## src/hw/iosd_pkg.sv

```systemverilog
// Summary of operation
// - Decode within a separate 64 KB I/O space
// - Seven selects, consecutive 128-byte blocks above base
// - Select zero covers offsets 0x00 to 0x7f
// - Address bit 1 alone sets the DMA gate
// - Write 0 disables, write 2 enables DMA
// - Select one covers 0x80-0xff, decodes bit 1
// - Host port data, status and control locations
// - Select two covers 0x100 to 0x17f
// - General I/O read status, write output latch
// - Write 0x108 loads vertical D/A data word
// - Read 0x118 clears, write sets D/A enable
// - Read 0x120 stops, write enables refresh DMA
// - Read 0x140 returns luminance A/D result
// - Select three 0x180-0x1ff, low six bits control
// - Select four 0x200-0x27f for SCSI board
// - Select five 0x280-0x2ff to expansion, no response
// - Select six 0x300-0x37f to expansion, no response
// - Two gated DMA channels
package iosd_pkg;

  // Bus geometry
  localparam int IOSD_ADDR_W    = 16;
  localparam int IOSD_DATA_W    = 16;
  localparam int IOSD_IO_BYTES  = 65536;
  localparam int IOSD_SEL_NUM   = 7;
  localparam int IOSD_BLK_SHIFT = 7;
  localparam int IOSD_BLK_W     = IOSD_ADDR_W - IOSD_BLK_SHIFT;
  localparam int IOSD_VCTRL_W   = 6;
  localparam int IOSD_DMA_CH    = 2;

  // Select line indices
  localparam int SEL_DMA   = 0;
  localparam int SEL_HOST  = 1;
  localparam int SEL_MISC  = 2;
  localparam int SEL_VDAC  = 3;
  localparam int SEL_SCSI  = 4;
  localparam int SEL_EXP_A = 5;
  localparam int SEL_EXP_B = 6;

  // Decoded address bit positions
  localparam int GATE_BIT   = 1;
  localparam int HP_REG_BIT = 1;

  // Register offsets relative to the select base
  localparam logic [15:0] OFS_DMA_OFF   = 16'h0000;
  localparam logic [15:0] OFS_DMA_ON    = 16'h0002;
  localparam logic [15:0] OFS_HP_DATA   = 16'h0080;
  localparam logic [15:0] OFS_HP_CTRL   = 16'h0082;
  localparam logic [15:0] OFS_GEN_IO    = 16'h0100;
  localparam logic [15:0] OFS_VDAC_DATA = 16'h0108;
  localparam logic [15:0] OFS_VDAC_EN   = 16'h0118;
  localparam logic [15:0] OFS_REFRESH   = 16'h0120;
  localparam logic [15:0] OFS_LUM_ADC   = 16'h0140;

  // Reset values
  localparam logic [IOSD_BLK_W-1:0]  RST_BASE = '0;
  localparam logic                   RST_DMA_EN  = 1'b0;
  localparam logic                   RST_VDAC_EN = 1'b0;
  localparam logic                   RST_REFRESH = 1'b0;
  localparam logic [IOSD_DATA_W-1:0] RST_WORD    = 16'h0000;
  localparam logic [IOSD_VCTRL_W-1:0] RST_VCTRL  = 6'h00;

endpackage

```

## src/hw/iosd_dec_if.sv

```systemverilog
`timescale 1ns/10ps
`default_nettype none
// Base-relative address shared with the select slices
interface iosd_dec_if;
  import iosd_pkg::*;
  logic [IOSD_ADDR_W-1:0] offs;
  logic                   io_cycle;
  modport top   (output offs, output io_cycle);
  modport slice (input offs, input io_cycle);
endinterface
`default_nettype wire

```

## src/hw/iosd_sel_slice.sv

```systemverilog
`timescale 1ns/10ps
`default_nettype none
// One select line: hit when the offset falls in its 128-byte block
module iosd_sel_slice #(
  parameter int BLK_IDX = 0
) (
  // Shared decode bus
  iosd_dec_if.slice   bus,
  // Select
  output logic        o_hit
);
  import iosd_pkg::*;

  // Refuse block indices outside the seven select lines
  if (BLK_IDX < 0 || BLK_IDX >= IOSD_SEL_NUM) begin : g_bad_idx
    $error("iosd_sel_slice: block index out of range");
  end

  localparam logic [IOSD_BLK_W-1:0] BLK_CODE = IOSD_BLK_W'(BLK_IDX);

  // Upper offset bits pick the block, only during an I/O cycle
  assign o_hit = bus.io_cycle &&
                 (bus.offs[IOSD_ADDR_W-1:IOSD_BLK_SHIFT] == BLK_CODE);
endmodule
`default_nettype wire

```

## src/hw/iosd_sync.sv

```systemverilog
`timescale 1ns/10ps
`default_nettype none
// Two-stage synchroniser for a word of pin inputs
module iosd_sync #(
  parameter int W = 16
) (
  // Clock and reset
  input  wire logic         i_clk,
  input  wire logic         i_reset,
  // Data
  input  wire logic [W-1:0] i_async,
  output logic      [W-1:0] o_sync
);
  if (W < 1) begin : g_bad_w
    $error("iosd_sync: width must be positive");
  end

  typedef struct packed {
    logic [W-1:0] s2;
    logic [W-1:0] s1;
  } iosd_sync_s;

  iosd_sync_s st_r;
  iosd_sync_s st_nxt;

  // First stage feeds only the second
  always_comb begin
    st_nxt    = st_r;
    st_nxt.s1 = i_async;
    st_nxt.s2 = st_r.s1;
  end

  // State register
  always_ff @(posedge i_clk) begin
    if (i_reset) begin
      st_r <= '0;
    end else begin
      st_r <= st_nxt;
    end
  end

  assign o_sync = st_r.s2;
endmodule
`default_nettype wire

```

## src/hw/iosd_decoder.sv

```systemverilog
`timescale 1ns/10ps
`default_nettype none
// I/O select decoder with on-board control locations
module iosd_decoder (
  // Clock and reset
  input  wire logic                          i_clk,
  input  wire logic                          i_reset,
  // Processor I/O bus
  input  wire logic                          i_io_cycle,
  input  wire logic                          i_rd,
  input  wire logic                          i_wr,
  input  wire logic [iosd_pkg::IOSD_ADDR_W-1:0] i_addr,
  input  wire logic [iosd_pkg::IOSD_DATA_W-1:0] i_wdata,
  output logic      [iosd_pkg::IOSD_DATA_W-1:0] o_rdata,
  output logic                               o_rd_valid,
  // Select base programming
  input  wire logic                          i_base_wr,
  input  wire logic [iosd_pkg::IOSD_BLK_W-1:0]  i_base_blk,
  // Select lines
  output logic                               o_dma_gate_select,
  output logic                               o_host_port_select,
  output logic                               o_misc_io_select,
  output logic                               o_vertical_dac_select,
  output logic                               o_scsi_board_select,
  output logic                               o_expansion_select_a,
  output logic                               o_expansion_select_b,
  // DMA gating
  output logic      [iosd_pkg::IOSD_DMA_CH-1:0] o_dma_chan_en,
  output logic                               o_refresh_dma_en,
  // Host port
  input  wire logic [iosd_pkg::IOSD_DATA_W-1:0] i_host_port_status,
  output logic      [iosd_pkg::IOSD_DATA_W-1:0] o_host_port_data,
  output logic      [iosd_pkg::IOSD_DATA_W-1:0] o_host_port_control,
  output logic                               o_host_port_data_stb,
  output logic                               o_host_port_ctrl_stb,
  // General I/O
  input  wire logic [iosd_pkg::IOSD_DATA_W-1:0] i_general_in,
  output logic      [iosd_pkg::IOSD_DATA_W-1:0] o_general_out,
  // Vertical D/A
  output logic      [iosd_pkg::IOSD_DATA_W-1:0] o_vdac_data,
  output logic                               o_vdac_data_stb,
  output logic                               o_vdac_data_en,
  output logic      [iosd_pkg::IOSD_VCTRL_W-1:0] o_vdac_ctrl,
  output logic                               o_vdac_ctrl_stb,
  // Luminance A/D
  input  wire logic [iosd_pkg::IOSD_DATA_W-1:0] i_lum_adc
);
  import iosd_pkg::*;

  // Address space must be the full 64 KB and hold all seven select blocks
  if ((1 << IOSD_ADDR_W) != IOSD_IO_BYTES ||
      IOSD_SEL_NUM > (1 << IOSD_BLK_W)) begin : g_bad_geom
    $error("iosd_decoder: address geometry unsupported");
  end

  // Control fields must lie inside one 128-byte block
  if (GATE_BIT >= IOSD_BLK_SHIFT || HP_REG_BIT >= IOSD_BLK_SHIFT ||
      IOSD_VCTRL_W > IOSD_BLK_SHIFT) begin : g_bad_field
    $error("iosd_decoder: control field wider than a block");
  end

  // At least one gated channel and a non-empty data word
  if (IOSD_DMA_CH < 1 || IOSD_DATA_W < 1) begin : g_bad_width
    $error("iosd_decoder: channel count or data width unsupported");
  end

  // Every select index must fit the select vector
  if (SEL_EXP_B >= IOSD_SEL_NUM) begin : g_bad_sel
    $error("iosd_decoder: select index beyond the select count");
  end

  typedef struct packed {
    // Select base, DMA gates and D/A enable
    logic [IOSD_BLK_W-1:0]   base;
    logic                    dma_en;
    logic                    refresh_en;
    logic                    vdac_en;

    // Host port latches and strobes
    logic [IOSD_DATA_W-1:0]  hp_data;
    logic [IOSD_DATA_W-1:0]  hp_ctrl;
    logic                    hp_data_stb;
    logic                    hp_ctrl_stb;

    // General output latch
    logic [IOSD_DATA_W-1:0]  gen_out;

    // Vertical D/A data word
    logic [IOSD_DATA_W-1:0]  vdac_data;
    logic                    vdac_stb;

    // Vertical D/A control bits
    logic [IOSD_VCTRL_W-1:0] vctrl;
    logic                    vctrl_stb;

    // Read answer
    logic [IOSD_DATA_W-1:0]  rdata;
    logic                    rvalid;
  } iosd_state_s;

  iosd_state_s st_r;
  iosd_state_s st_nxt;

  // Decode bus and block hits
  iosd_dec_if              dec ();
  logic [IOSD_SEL_NUM-1:0] hit;

  // Synchronised pin words
  logic [IOSD_DATA_W-1:0]  host_status_s;
  logic [IOSD_DATA_W-1:0]  general_in_s;
  logic [IOSD_DATA_W-1:0]  lum_adc_s;

  // Requests qualified by the I/O cycle
  logic                    wr_cyc;
  logic                    rd_cyc;

  // Pin inputs pass two flip-flops before use
  iosd_sync #(.W(IOSD_DATA_W)) u_sync_host (
    .i_clk   (i_clk),
    .i_reset (i_reset),
    .i_async (i_host_port_status),
    .o_sync  (host_status_s)
  );

  iosd_sync #(.W(IOSD_DATA_W)) u_sync_gen (
    .i_clk   (i_clk),
    .i_reset (i_reset),
    .i_async (i_general_in),
    .o_sync  (general_in_s)
  );

  iosd_sync #(.W(IOSD_DATA_W)) u_sync_lum (
    .i_clk   (i_clk),
    .i_reset (i_reset),
    .i_async (i_lum_adc),
    .o_sync  (lum_adc_s)
  );

  // Offset relative to the programmable base, formed on every cycle
  assign dec.offs     = i_addr - {st_r.base, {IOSD_BLK_SHIFT{1'b0}}};
  // Memory cycles never reach the selects
  assign dec.io_cycle = i_io_cycle;

  // One slice per select block
  for (genvar g = 0; g < IOSD_SEL_NUM; g++) begin : g_sel
    iosd_sel_slice #(.BLK_IDX(g)) u_slice (
      .bus   (dec),
      .o_hit (hit[g])
    );
  end

  // Requests count only inside an I/O cycle
  assign wr_cyc = i_io_cycle & i_wr;
  assign rd_cyc = i_io_cycle & i_rd;

  // Next-state logic for all control locations
  always_comb begin
    st_nxt             = st_r;
    // Strobes and the read valid flag last one cycle; read data holds
    st_nxt.hp_data_stb = 1'b0;
    st_nxt.hp_ctrl_stb = 1'b0;
    st_nxt.vdac_stb    = 1'b0;
    st_nxt.vctrl_stb   = 1'b0;
    st_nxt.rvalid      = 1'b0;

    // Base update from the processor's own control space
    if (i_base_wr) begin
      st_nxt.base = i_base_blk;
    end

    // DMA gate follows address bit 1, data ignored
    if (wr_cyc && hit[SEL_DMA]) begin
      st_nxt.dma_en = dec.offs[GATE_BIT];
    end

    // Host port: only bit 1 decoded
    if (hit[SEL_HOST]) begin
      if (wr_cyc && dec.offs[HP_REG_BIT]) begin
        st_nxt.hp_ctrl     = i_wdata;
        st_nxt.hp_ctrl_stb = 1'b1;
      end else if (wr_cyc) begin
        st_nxt.hp_data     = i_wdata;
        st_nxt.hp_data_stb = 1'b1;
      end
      if (rd_cyc) begin
        st_nxt.rvalid = 1'b1;
        st_nxt.rdata  = dec.offs[HP_REG_BIT] ? RST_WORD
                                             : host_status_s;
      end
    end

    // Miscellaneous locations, full offset decoded
    if (hit[SEL_MISC]) begin
      if (rd_cyc) begin
        st_nxt.rvalid = 1'b1;
        st_nxt.rdata  = RST_WORD;
      end
      case (dec.offs)
        OFS_GEN_IO: begin
          if (wr_cyc) begin
            st_nxt.gen_out = i_wdata;
          end
          if (rd_cyc) begin
            st_nxt.rdata = general_in_s;
          end
        end

        OFS_VDAC_DATA: begin
          if (wr_cyc) begin
            st_nxt.vdac_data = i_wdata;
            st_nxt.vdac_stb  = 1'b1;
          end
        end

        OFS_VDAC_EN: begin
          if (wr_cyc) begin
            st_nxt.vdac_en = 1'b1;
          end else if (rd_cyc) begin
            st_nxt.vdac_en = 1'b0;
          end
        end

        OFS_REFRESH: begin
          if (wr_cyc) begin
            st_nxt.refresh_en = 1'b1;
          end else if (rd_cyc) begin
            st_nxt.refresh_en = 1'b0;
          end
        end

        OFS_LUM_ADC: begin
          if (rd_cyc) begin
            st_nxt.rdata = lum_adc_s;
          end
        end

        default: begin
        end
      endcase
    end

    // Vertical D/A block: low address bits are the control word
    if ((rd_cyc || wr_cyc) && hit[SEL_VDAC]) begin
      st_nxt.vctrl     = dec.offs[IOSD_VCTRL_W-1:0];
      st_nxt.vctrl_stb = 1'b1;
    end
  end

  // State register
  always_ff @(posedge i_clk) begin
    if (i_reset) begin
      st_r            <= '0;
      st_r.base       <= RST_BASE;
      st_r.dma_en     <= RST_DMA_EN;
      st_r.refresh_en <= RST_REFRESH;
      st_r.vdac_en    <= RST_VDAC_EN;
      st_r.hp_data    <= RST_WORD;
      st_r.hp_ctrl    <= RST_WORD;
      st_r.gen_out    <= RST_WORD;
      st_r.vdac_data  <= RST_WORD;
      st_r.vctrl      <= RST_VCTRL;
      st_r.rdata      <= RST_WORD;
    end else begin
      st_r <= st_nxt;
    end
  end

  // Select lines; disjoint blocks keep at most one active
  assign o_dma_gate_select     = hit[SEL_DMA];
  assign o_host_port_select    = hit[SEL_HOST];
  assign o_misc_io_select      = hit[SEL_MISC];
  assign o_vertical_dac_select = hit[SEL_VDAC];
  assign o_scsi_board_select   = hit[SEL_SCSI];
  assign o_expansion_select_a  = hit[SEL_EXP_A];
  assign o_expansion_select_b  = hit[SEL_EXP_B];

  // Channels 0 and 1 share one gate; refresh DMA has its own
  assign o_dma_chan_en    = {IOSD_DMA_CH{st_r.dma_en}};
  assign o_refresh_dma_en = st_r.refresh_en;

  // Host port latches and strobes
  assign o_host_port_data     = st_r.hp_data;
  assign o_host_port_control  = st_r.hp_ctrl;
  assign o_host_port_data_stb = st_r.hp_data_stb;
  assign o_host_port_ctrl_stb = st_r.hp_ctrl_stb;

  // General output latch
  assign o_general_out        = st_r.gen_out;

  // Vertical D/A data, enable and control
  assign o_vdac_data          = st_r.vdac_data;
  assign o_vdac_data_stb      = st_r.vdac_stb;
  assign o_vdac_data_en       = st_r.vdac_en;
  assign o_vdac_ctrl          = st_r.vctrl;
  assign o_vdac_ctrl_stb      = st_r.vctrl_stb;

  // Read answer
  assign o_rdata              = st_r.rdata;
  assign o_rd_valid           = st_r.rvalid;
endmodule
`default_nettype wire

```

## config.mk

```make
export PLATFORM = sky130hd
export DESIGN_NAME = iosd_decoder
export DESIGN_NICKNAME = d
export VERILOG_FILES = /design/src/hw/iosd_pkg.sv /design/src/hw/iosd_dec_if.sv /design/src/hw/iosd_sel_slice.sv /design/src/hw/iosd_sync.sv /design/src/hw/iosd_decoder.sv
export SDC_FILE = /design/constraint.sdc
export NUM_CORES = 1
export LEC_CHECK = 0
export ABC_CLOCK_PERIOD_IN_PS = 3500
export BUFFER_PORTS_ARGS = -buffer_cell sky130_fd_sc_hd__buf_2
export CAP_MARGIN = 5
export CORE_MARGIN = 2
export CORE_UTILIZATION = 40
export CTS_CLUSTER_SIZE = 30
export DETAILED_ROUTE_END_ITERATION = 10
export GPL_ROUTABILITY_DRIVEN = 0
export PLACE_DENSITY = 0.75
export SLEW_MARGIN = 0
export SYNTH_ARGS = -nofsm -noshare
export SYNTH_HDL_FRONTEND = slang
export SYNTH_SLANG_ARGS = --single-unit
```

## constraint.sdc

```tcl
create_clock -name i_clk -period 3.5 [get_ports i_clk]
set_input_delay 0.7 -clock i_clk [delete_from_list [all_inputs] [get_ports i_clk]]
set_output_delay 0.7 -clock i_clk [all_outputs]
set_load 0.01 [all_outputs]
```

-- Yosys cells after proc, flatten, opt, wreduce, memory -nomap -nowiden
Cells that the tools add are included.
- register bits after elaboration: 199
- bits in latches: 0
- RAM bits: 0
- memory bits (read-only): 0
- bits of input ports: 95
- output and inout port bits: 102
- logic and storage cells: 75
- memories kept: 0
- add/sub/neg operators: 1
- $mul: 0
- divide/modulo/power cells: 0
- order comparisons: 0
- equal/unequal tests: 11
- shift operators: 0
- mux-type cells: 14
- bitwise gates (word level): 6
- reductions and logical operators: 22
- operators by type and width (kind ; count):
    equality test 16 x 9 -> 1 bit, second input constant ; 5
    two-way mux 17 bit ; 4
    two-way mux 16 bit ; 3
    one-hot mux 16 bit (2 select lines) ; 1
    equality test 9 x 3 -> 1 bit, second input constant ; 3
    equality test 9 x 2 -> 1 bit, second input constant ; 2
    subtractor 16 bit ; 1
    AND reduction 3 bit ; 5
    logical AND 1 bit ; 10
    equality test 9 x 1 -> 1 bit, second input constant ; 1
    zero test 9 bit ; 1
    two-way mux 1 bit ; 6
    OR reduction 3 bit ; 2
    NOT 1 bit ; 4
    AND 1 bit ; 2
    AND reduction 2 bit ; 1
    nonzero test 2 bit ; 1
    OR reduction 2 bit ; 1
    logical OR 1 bit ; 1

-- Logic depth before layout (Yosys ltp)
Gate-level depths: netlist (run 1).
- depth in word-level cells: 8
- mapped depth: 13
- depth with buffers taken out: 10

-- Cells and area by module
From an unflattened synthesis (run 1), not the netlist that was laid out.
- cells, all modules: 934
- area, all modules: 8665.8 µm²
- by module, submodules not included (module ; instances ; cells each ; area each (µm²) ; sequential area each (µm²)):
    iosd_decoder ; 1 ; 712 ; 5866.9 ; 2062.0
    iosd_sync ; 3 ; 67 ; 863.3 ; 640.6
    iosd_sel_slice (g_sel[1].u_slice ...) ; 2 ; 3 ; 32.5 ; 0.0
    iosd_sel_slice (g_sel[5].u_slice ...) ; 2 ; 3 ; 27.5 ; 0.0
    iosd_sel_slice (g_sel[3].u_slice) ; 1 ; 3 ; 33.8 ; 0.0
    iosd_sel_slice (g_sel[0].u_slice) ; 1 ; 3 ; 30.0 ; 0.0
    iosd_sel_slice (g_sel[4].u_slice) ; 1 ; 3 ; 25.0 ; 0.0

-- Least setup slack after synthesis (run 1)
Ideal clock, no wire load.
- kind: input to output
- start point: in i_addr[7] in the netlist's numbering
- end point: out o_misc_io_select
- data arrival time: 2926 ps
- required time: 2800 ps
- setup slack: -126 ps
- stages: 10
- buffers on the path: 1
- path through: inv_1 -> ha_1 -> fa_1 -> nand2b_1 -> a211o_1 -> a21oi_1 -> o21ai_1 -> or4_1 -> buf_2 -> inv_1
- longest elaborated chain between the ends: 3
- ends and longest elaborated chain (item ; line ; RTL):
    from (decl) ; iosd_decoder.sv:12 ; input wire logic [iosd_pkg::IOSD_ADDR_W-1:0] i_addr,
    subtractor 16 bit ; iosd_decoder.sv:140 ; assign dec.offs = i_addr - {st_r.base, {IOSD_BLK_SHIFT{1'b0}}};
    equality test 9 x 2 -> 1 bit ; iosd_sel_slice.sv:23 ; (bus.offs[IOSD_ADDR_W-1:IOSD_BLK_SHIFT] == BLK_CODE);
    logical AND 1 bit ; iosd_sel_slice.sv:22 ; assign o_hit = bus.io_cycle &&
    to (decl) ; iosd_decoder.sv:22 ; output logic o_misc_io_select,
No other way between the ends.

-- Worst setup path after layout (run 1)
- start point: in i_addr[12] in the netlist's numbering
- end point: out o_misc_io_select
Same word-level chain as after synthesis.

==> metrics.txt, run 1 <==
Routed Antenna Nets=0; Mapped Area=between 7000 and 8000 sq um; number of buffers created by CTS=17; Peak VDD IR=slightly above 0.3 mV; main flop type after synthesis=dfxtp_1; Ports=between 150 and 200; mux cell area share after synthesis=0.142; Die ar.=roughly 21000 sq um; syn nets=869; number of global-route vias before repair=4952; Synth Register Bits=just under 200; Layout Cells excl Fill=1161; Seq/Total Area, Yosys=0.506; cell-internal power=about 0.0035 W; via count=5280; crit path from=i_addr[12]; Final Cell Area=9370 sq um; Die Span X=roughly 140 microns; status=finished clean; R2R cell count=12; largest area contributor in the netlist=dfxtp_1; final hold vios=0; Hold Startpoint=u_sync_lum.st_nxt[24]$_SDFF_PP0_; largest net degree at the start of global routing=88; initial antenna violation count=1; Synth top area share=0.506; DR iter-0 viols=roughly 200; DRC=0; combinational share of power=0.079; clock share of power=0.420; clk_skew=just under 0.009 ns; CTS tree=built; Yosys warning count=0; Final nets=roughly 990; share of cells above drive strength 1=0.316; area post-placement=between 8000 and 9000 sq um; Synth Area in Compound Gates=0.0369; Clock Tree Root=clkbuf_16; GRT overflow=0; Worst setup SP type=input port; IO buf count=just under 200; hpwl dp=approximately 12 mm; Power Density=roughly 500 nW/um^2; clk_lat worst skew=~0.42 ns; Synth Area in Simple Gates=0.180; first-pass GRT wire length=between 20 and 30 mm; CP arrival=2.73 ns; period utilization=0.980; Std-Cell Rows=just over 50; DR pass1 iterations=4; Core Box Area=approximately 19000 sq um; mean post-synth cell area=10.3 sq um; dpl cells=between 1000 and 1500; Area Growth Syn to Fin=19.0%; Max Slew Vio Count=0; Crit Path Class=in -> out; H-tree depth=4; Cell variety after synth=between 40 and 50; Setup TNS=0 ns; list of most frequent post-synthesis cells=dfxtp_1, nor2b_1, mux2i_1, nor2_1, buf_4; final wirelength=around 16 mm; slew margin rel.=0.368; final setup vio count=0; wire per inst=14.1 microns; Synth Area in XOR/XNOR=0.00445; DR vias/cell=4.55; Initial Utilization=0.406; Switch Pwr=between 0.001 and 0.0015 W; largest family of logic cells by synthesized area=simple AND/OR/NAND/NOR gates; sequential share of power=0.500; EDFF count, synth=0; Post-Synthesis Cells=about 760; Hold Path Class=reg -> reg; Core Util, Final=0.483; Tot Pwr=0.00466 W; largest cells by area after synthesis=dfxtp_1, mux2i_1, nor2b_1; top-count cell post-synth=dfxtp_1; clock sink count=between 150 and 200; Max Root-Sink Buffers=2; post-synthesis adder-cell area fraction=0.0168; leakage dissipation=between 4 and 5 nW; Max Cap Viol=0; Sw Ratio=0.242; CP Data Required Time=between 2 and 3 ns; Total GRT Usage=0.157; Worst-Margin Slew=0.947 ns; Crit. End Element=primary output; crit-path max FO=2; Worst Hold Path Cells=1; crit path time final=about 3.4 ns; clock-pin transition on the worst setup and hold timing paths=around 0.070 ns; Post-synth ARST share=0; Die Y=~140 microns; reg-to-reg critical path startpoint=st_r[99]$_SDFFE_PP0P_; achievable frequency=approximately 290 MHz
[cells in the final DEF, fill, tap and decap left out, drive strengths merged, types with 2 or more instances in the layout]
master	synthesis	final
buf	100	225
dfxtp	199	199
nor2b	116	116
mux2i	112	112
nor2	94	94
clkbuf	26	20
inv	15	20
o22ai	16	16
o21ai	9	9
ha	9	9
nand2	8	8
nor3	7	7
nand4	7	7
a21oi	5	5
clkinv	0	5
nand2b	4	4
nor4	4	4
o21a	3	3
nand3	3	3
a211oi	3	3
xnor2	2	2
xor2	2	2
nand3b	2	2
or3	2	2
or4	2	2
[registers in the layout (all words and copies together), names as in the netlist]
signal                cells
o_rd_valid                1
o_refresh_dma_en          1
o_vdac_ctrl               6
o_vdac_data_stb           1
o_host_port_control      16
o_general_out            16
o_vdac_data              16
u_sync_lum.st_nxt        16
o_host_port_data         16
st_r                      9
o_vdac_ctrl_stb           1
u_sync_lum.o_sync        16
o_rdata                  16
o_vdac_data_en            1
o_host_port_data_stb      1
o_dma_chan_en             1
u_sync_gen.o_sync        16
u_sync_host.st_nxt       16
u_sync_host.o_sync       16
o_host_port_ctrl_stb      1
u_sync_gen.st_nxt        16
[repair_timing]
action	4_1_cts	5_1_grt
hold buffers	0	0
hold endpoints to repair	0	0
setup endpoints to repair	1	7
setup buffers	3	2
resized for setup	9	12
pin swaps	8	8
[worst max-delay path, cell delays in order]
cell      delay [ns]
buf_2           0.12
ha_4            0.23
o21a_1          0.19
or3_4           0.34
a211oi_4        0.30
nand4_4         0.13
or4_4           0.55
inv_2           0.08
buf_6           0.09
[routing by layer]
metal | vias to the layer above | part of all wire | wire (microns) | GRT usage
met1 | 2472 | 0.46 | 7620 | 0.201
met5 | - | 0 | 0 | 0
li1 | 2669 | - | - | -
met4 | 0 | 0.016 | 260 | 0.0491
met3 | 17 | 0.044 | 729 | 0.0430
met2 | 122 | 0.48 | 7800 | 0.257
[stage by stage]
step                hold slack (ns)  setup slack (ns)
floorplan                     0.414            0.0122
global placement              0.416           -0.0759
detailed placement            0.422            -0.111
CTS                           0.439           0.00393
global route                  0.450           -0.0351
finish                        0.437            0.0699
[layout make-up]
class,instances,area [sq um]
multi-input cells,424,3090
clock buffers,20,447
well taps,265,332
diodes,1,2.50
clock inverters,12,155
fillers,1839,10000
flip-flops and latches,199,3990
inverters,15,56.3
repair buffers,225,1310
[cell families after synthesis]
kind of cell               Yosys count
AOI/OAI and AO/OA                   43
xor gates and xnor gates             4
adders and majority gates           10
buffers and inverters              141
DFF                                199
muxes                              112
and+or+nand+nor                    255
[worst paths after layout]
check                                    endpoint  slack (ns)
setup / recovery                 o_misc_io_select        0.07
hold / removal    u_sync_lum.o_sync[8]$_SDFF_PP0_        0.44
hold reg to reg   u_sync_lum.o_sync[8]$_SDFF_PP0_        0.44
setup reg to reg           o_rdata[10]$_SDFF_PP0_        0.63
[power groups by stage]
stage,Combinational [W],Clock [W],Sequential (W)
2_1_floorplan,0.000208,0,0.00238
3_3_place_gp,0.000336,0,0.00239
3_5_place_dp,0.000342,0,0.00239
4_1_cts,0.000355,0.00201,0.00233
5_1_grt,0.000405,0.00209,0.00234
6_report,0.000371,0.00196,0.00233
(Power assumes the default switching activity.)
==> run 2: changes to the inputs <==
- PLACE_DENSITY: 0.75 -> 0.74
- SYNTH_HIERARCHICAL: not set -> 1
==> metrics.txt, run 2 <==
largest area contributor in the netlist=dfxtp_1; Cell variety after synth=52; Clock Tree Root=clkbuf_16; wire per inst=14.5 microns; crit path from=i_addr[7]; Area Growth Syn to Fin=22.4%; commonest non-fill, non-tap cells in the layout=dfxtp_1, buf_2, a21oi_1; Yosys warning count=6; list of most frequent post-synthesis cells=dfxtp_1, a21oi_1, nor2b_1, buf_4, nand2_1; Seq/Total Area, Yosys=0.460; Die ar.=22900 sq um; top-count cell post-synth=dfxtp_1; Layout Cells excl Fill=about 1400; Total GRT Usage=0.167; Post-synth ARST share=0; DR vias/cell=4.74; Routed Antenna Nets=0; first-pass GRT wire length=roughly 30 mm; Post-Synthesis Cells=934; Mapped Area=approximately 8700 sq um; largest family of logic cells by synthesized area=simple AND/OR/NAND/NOR gates; final wirelength=around 20 mm; DR pass1 iterations=5; most common cell after layout, fill and taps aside=dfxtp_1; crit path time final=approximately 3.9 ns; Max Slew Vio Count=0; final hold vios=0; Synth Area in Compound Gates=0.0915; Crit Path Class=in -> out; Setup TNS=-8.84 ns; Core Box Area=roughly 21000 sq um; largest net degree at the start of global routing=130; Setup crit end=o_dma_gate_select; largest cells by area after synthesis=dfxtp_1, buf_4, mux2i_1; Std-Cell Rows=53; Ports=just under 200; Max Cap Viol=0; CTS tree=built; Hold-fix buffers, CTS=0; Die Span X=about 150 microns; Final WS setup=-0.370 ns; syn nets=1038; share of cells above drive strength 1=0.326; Hold Path Class=reg -> reg; fillcell total=approximately 1900; achievable frequency=between 200 and 300 MHz; DRC=0; leakage dissipation=around 4.7 nW; Peak VDD IR=roughly 0.28 mV; unrepaired setup endpoints after global routing=true; dpl cells=approximately 1300; period utilization=1.11; Final nets=around 1200; final setup vio count=58; mean post-synth cell area=9.28 sq um; FF/Latch Area=roughly 4000 sq um; Synth Register Bits=199; Synth top area share=0.460; reg-to-reg critical path startpoint=st_r[94]$_SDFFE_PP0P_; Worst-Margin Slew=between 0.7 and 0.8 ns; clk_skew=approximately 0.0095 ns; Synth Area in Simple Gates=0.240; Die Y=between 150 and 200 microns; reg2reg end=o_vdac_data[1]$_SDFFE_PP0P_; DR iter-0 viols=383; Power Density=469 nW/um^2; Worst setup SP type=input port; Max Root-Sink Buffers=2; number of buffers created by CTS=17; GRT overflow=0; clock-pin transition on the worst setup and hold timing paths=about 0.09 ns; Crit. End Element=primary output; Initial Utilization=0.410; via count=between 6000 and 7000; n_diodes=0; IO buf count=approximately 200; post-synthesis adder-cell area fraction=0.0139; r2r setup slk=-0.22 ns; initial antenna violation count=0; Multi-input gate area=3970 sq um; main flop type after synthesis=dfxtp_1; clock sink count=~200; number of global-route vias before repair=5815; R2R cell count=17; slew margin rel.=0.519; EDFF count, synth=0; CP arrival=3.17 ns; Synth Area in XOR/XNOR=0.00780; hpwl dp=around 14 mm; CP Data Required Time=approximately 2.8 ns; H-tree depth=4; failing checks=negative setup slack; status=finished with violations; clk_lat worst skew=0.43 ns; crit-path max FO=5; mux cell area share after synthesis=0.0751
[run 2: cell families (layout without fill, tap and decap cells)]
| logic type | count (synthesis) | count (layout) |
|---|---|---|
| and+or+nand+nor | 363 | 363 |
| AOI/OAI and AO/OA | 137 | 137 |
| xor gates and xnor gates | 6 | 6 |
| buffers and inverters | 155 | 308 |
| DFF | 199 | 199 |
| adders and majority gates | 9 | 9 |
| muxes | 65 | 65 |
[run 2: critical path, cell delays in order]
cell,delay (ns)
buf_8,0.08
inv_8,0.03
ha_4,0.15
buf_4,0.12
buf_4,0.12
nor2b_2,0.16
o211ai_1,0.16
buf_4,0.17
a21o_1,0.16
and2_1,0.18
buf_4,0.16
or4_1,0.54
nor4_4,0.26
buf_2,0.18
[run 2: layout make-up]
type                    instances  share of cell area
clock buffers                  17              0.0401
flip-flops and latches        199               0.376
repair buffers                260               0.150
clock inverters                15              0.0208
multi-input cells             580               0.374
inverters                      16             0.00661
well taps                     275              0.0324
[run 2: metrics by stage]
stage          worst slack, ns  total power, W  instance area [sq um]  hold slack (ns)  utilization
2_1_floorplan           -0.794         0.00270                   8840            0.414            -
3_3_place_gp            -0.591         0.00291                   9690            0.419        0.458
3_5_place_dp            -0.694         0.00292                   9690            0.421        0.458
4_1_cts                 -0.385         0.00502                  10500            0.437        0.496
5_1_grt                 -0.445         0.00519                  10600            0.444        0.501
6_report                -0.370         0.00498                  10600            0.438        0.501
[run 2: timing repair]
action | CTS | global route
resized for setup | 20 | 19
setup buffers | 9 | 3
endpoints found under the setup margin | 73 | 80
cloned | 0 | 1
hold endpoints to repair | 0 | 0
pin swaps | 12 | 11
[run 2: where the power goes]
| part | switching, W | internal, W | leakage, nW |
|---|---|---|---|
| clock network | 0.00105 | 0.00101 | 0.304 |
| registers | 0.0000145 | 0.00232 | 1.63 |
| logic | 0.000324 | 0.000260 | 2.74 |
| total | 0.00139 | 0.00359 | 4.67 |
[run 2: worst min path at each step]
stage                                      start                          endpoint  cells after the start
2_1_floorplan   u_sync_gen/st_nxt[16]$_SDFF_PP0_   u_sync_gen/o_sync[0]$_SDFF_PP0_                      1
3_3_place_gp   u_sync_host/st_nxt[18]$_SDFF_PP0_  u_sync_host/o_sync[2]$_SDFF_PP0_                      1
3_5_place_dp   u_sync_host/st_nxt[22]$_SDFF_PP0_  u_sync_host/o_sync[6]$_SDFF_PP0_                      1
4_1_cts         u_sync_lum/st_nxt[24]$_SDFF_PP0_   u_sync_lum/o_sync[8]$_SDFF_PP0_                      1
5_1_grt                            i_lum_adc[10]  u_sync_lum/st_nxt[26]$_SDFF_PP0_                      2
6_report        u_sync_lum/st_nxt[24]$_SDFF_PP0_   u_sync_lum/o_sync[8]$_SDFF_PP0_                      1
[run 2: layer usage]
layer  wire (microns)  track usage
met3             1090       0.0322
met4              286       0.0570
met1             9210        0.221
met2             9200        0.274
met5                0            0
==> run 3: changes to the inputs <==
- RECOVER_POWER: not set -> 50
==> metrics.txt, run 3 (synthesis gave the netlist of run 2 again) <==
Core Box Area=21200 sq um; Initial Utilization=0.410; share of cells above drive strength 1=0.318; r2r setup slk=-0.21 ns; Std-Cell Rows=53; Multi-input gate area=a little under 4000 sq um; period utilization=1.11; Crit. End Element=primary output; clk_lat worst skew=around 0.43 ns; final setup vio count=61; failing checks=max-capacitance violations, max-slew violations, negative setup slack; cell-internal power=between 0.003 and 0.004 W; crit path time final=a little under 4 ns; clock-pin transition on the worst setup and hold timing paths=0.09 ns; H-tree depth=4; clock share of power=0.414; most frequent CP cell=buf_4; Hold Startpoint=u_sync_lum/st_nxt[24]$_SDFF_PP0_; Clock Tree Root=clkbuf_16; final hold vios=0; most common cell after layout, fill and taps aside=dfxtp_1; Layout Cells excl Fill=1362; largest net degree at the start of global routing=130; slowest stage delay, CP=0.54 ns; Final Cell Area=around 11000 sq um; Worst setup SP type=input port; GRT overflow=0; Ports=about 200; combinational share of power=0.117; Die Y=between 150 and 200 microns; final wirelength=19.8 mm; reg2reg end=o_vdac_data[1]$_SDFFE_PP0P_; Power Density=~470 nW/um^2; Peak VDD IR=roughly 0.28 mV; CP arrival=~3.2 ns; Sw Ratio=0.280; Area Growth Syn to Fin=22.0%; Worst-Margin Slew=between 1.5 and 2 ns; area post-placement=around 9700 sq um; number of global-route vias before repair=around 5800; Worst Hold Path Cells=1; n_diodes=0; Die ar.=between 20000 and 25000 sq um; reg-to-reg critical path startpoint=st_r[94]$_SDFFE_PP0P_; Final WS setup=-0.368 ns; clock sink count=199; hpwl dp=about 14 mm; IO buf count=between 150 and 200; CP Data Required Time=approximately 2.8 ns; Setup TNS=-8.66 ns; DR iter-0 viols=between 300 and 400; R2R cell count=17; Crit Path Class=in -> out; via count=~6500; clk_skew=around 0.011 ns; Die Span X=151 microns; unrepaired setup endpoints after global routing=true; DR pass1 iterations=7; first-pass GRT wire length=between 20 and 30 mm; DR vias/cell=about 4.8; leakage dissipation=4.62 nW; crit-path max FO=5; status=finished with violations; crit path max-delay cell type=or4_1; DRC=0; Buf+Inv Stages, Crit Path=7; dpl cells=about 1300; FF/Latch Area=about 4000 sq um; family with the most delay on the worst path=simple AND/OR/NAND/NOR gates; commonest non-fill, non-tap cells in the layout=dfxtp_1, buf_2, a21oi_1; Total GRT Usage=0.167; CP cell instances=buf_8, inv_8, ha_4, buf_4, buf_4, nor2b_2, o211ai_1, buf_4, a21o_1, and2_1, buf_4, or4_1, nor4_4, buf_2; achievable frequency=approximately 260 MHz; fillcell total=1910; Routed Antenna Nets=0; Hold EP=u_sync_lum/o_sync[8]$_SDFF_PP0_; wire per inst=14.5 microns; initial antenna violation count=0; Core Util, Final=0.500; Max Slew Vio Count=90; Final nets=approximately 1200; slew margin rel.=-0.117; Hold Path Class=reg -> reg; Max Root-Sink Buffers=2; Max Cap Viol=1; Switch Pwr=around 0.0014 W; CTS tree=built; number of buffers created by CTS=17; sequential share of power=0.469
-- run 3: cell types whose count changed in the layout (fill, tap and decap cells not counted) --
cell,before,now
buf_12,7,6
buf_6,7,6
clkbuf_2,0,1
clkbuf_1,0,8
buf_2,194,186
clkbuf_4,0,1
-- run 3: power by group through the flow --
stage | sequential, W | combinational [W] | clock, W
3_3_place_gp | 0.00239 | 0.000520 | 0
2_1_floorplan | 0.00238 | 0.000315 | 0
4_1_cts | 0.00233 | 0.000565 | 0.00212
6_report | 0.00233 | 0.000583 | 0.00206
3_5_place_dp | 0.00239 | 0.000528 | 0
5_1_grt | 0.00234 | 0.000628 | 0.00222
-- run 3: layout make-up --
type	count	share of cell area
clock buffer	17	0.0402
sequential	199	0.377
tap	275	0.0325
inverter	16	0.00663
multi-input combinational	580	0.375
clock inverter	15	0.0208
timing repair buffer	260	0.147
-- run 3: worst register-to-register path: cells and delay by family (launching register included) --
kind                     cells  cell delay [ns]
AO/OA/AOI/OAI                3             0.51
adder cells (fa/ha/maj)      1             0.16
buffers and inverters        5             0.74
flip-flops                   1             0.34
multiplexers                 1             0.14
AND/OR/NAND/NOR              7             1.69
-- run 3: metal layers --
layer / track usage / part of all wire / vias to the layer above
met2: 0.274 / 0.46 / 204
met5: 0 / 0 / -
met4: 0.0570 / 0.016 / 0
met3: 0.0322 / 0.053 / 22
li1: - / - / 3308
met1: 0.221 / 0.47 / 2959
-- run 3: worst max path at each step --
stage,from,to,cells after the start
final,i_addr[7],o_dma_gate_select,14
after global routing,i_addr[7],o_dma_gate_select,13
after floorplan,i_addr[7],o_vdac_data[10]$_SDFFE_PP0P_,17
after global placement,i_addr[7],o_vdac_data[5]$_SDFFE_PP0P_,17
after CTS,st_r[94]$_SDFFE_PP0P_,o_vertical_dac_select,11
after detailed placement,i_addr[7],o_vdac_data[8]$_SDFFE_PP0P_,17
-- run 3: what timing repair did --
| action | in CTS | in global routing |
|---|---|---|
| setup buffers | 9 | 3 |
| pin swaps | 12 | 11 |
| setup endpoints to repair | 73 | 80 |
| hold endpoints to repair | 0 | 0 |
| gates cloned | 0 | 1 |
| resized for setup | 20 | 19 |
| hold buffers | 0 | 0 |
-- run 3: per-stage QoR --
step,setup slack (ns),hold slack (ns),power [W]
6_report,-0.368,0.438,0.00498
2_1_floorplan,-0.794,0.414,0.00270
3_5_place_dp,-0.694,0.421,0.00292
3_3_place_gp,-0.591,0.419,0.00291
4_1_cts,-0.385,0.437,0.00502
5_1_grt,-0.445,0.444,0.00519
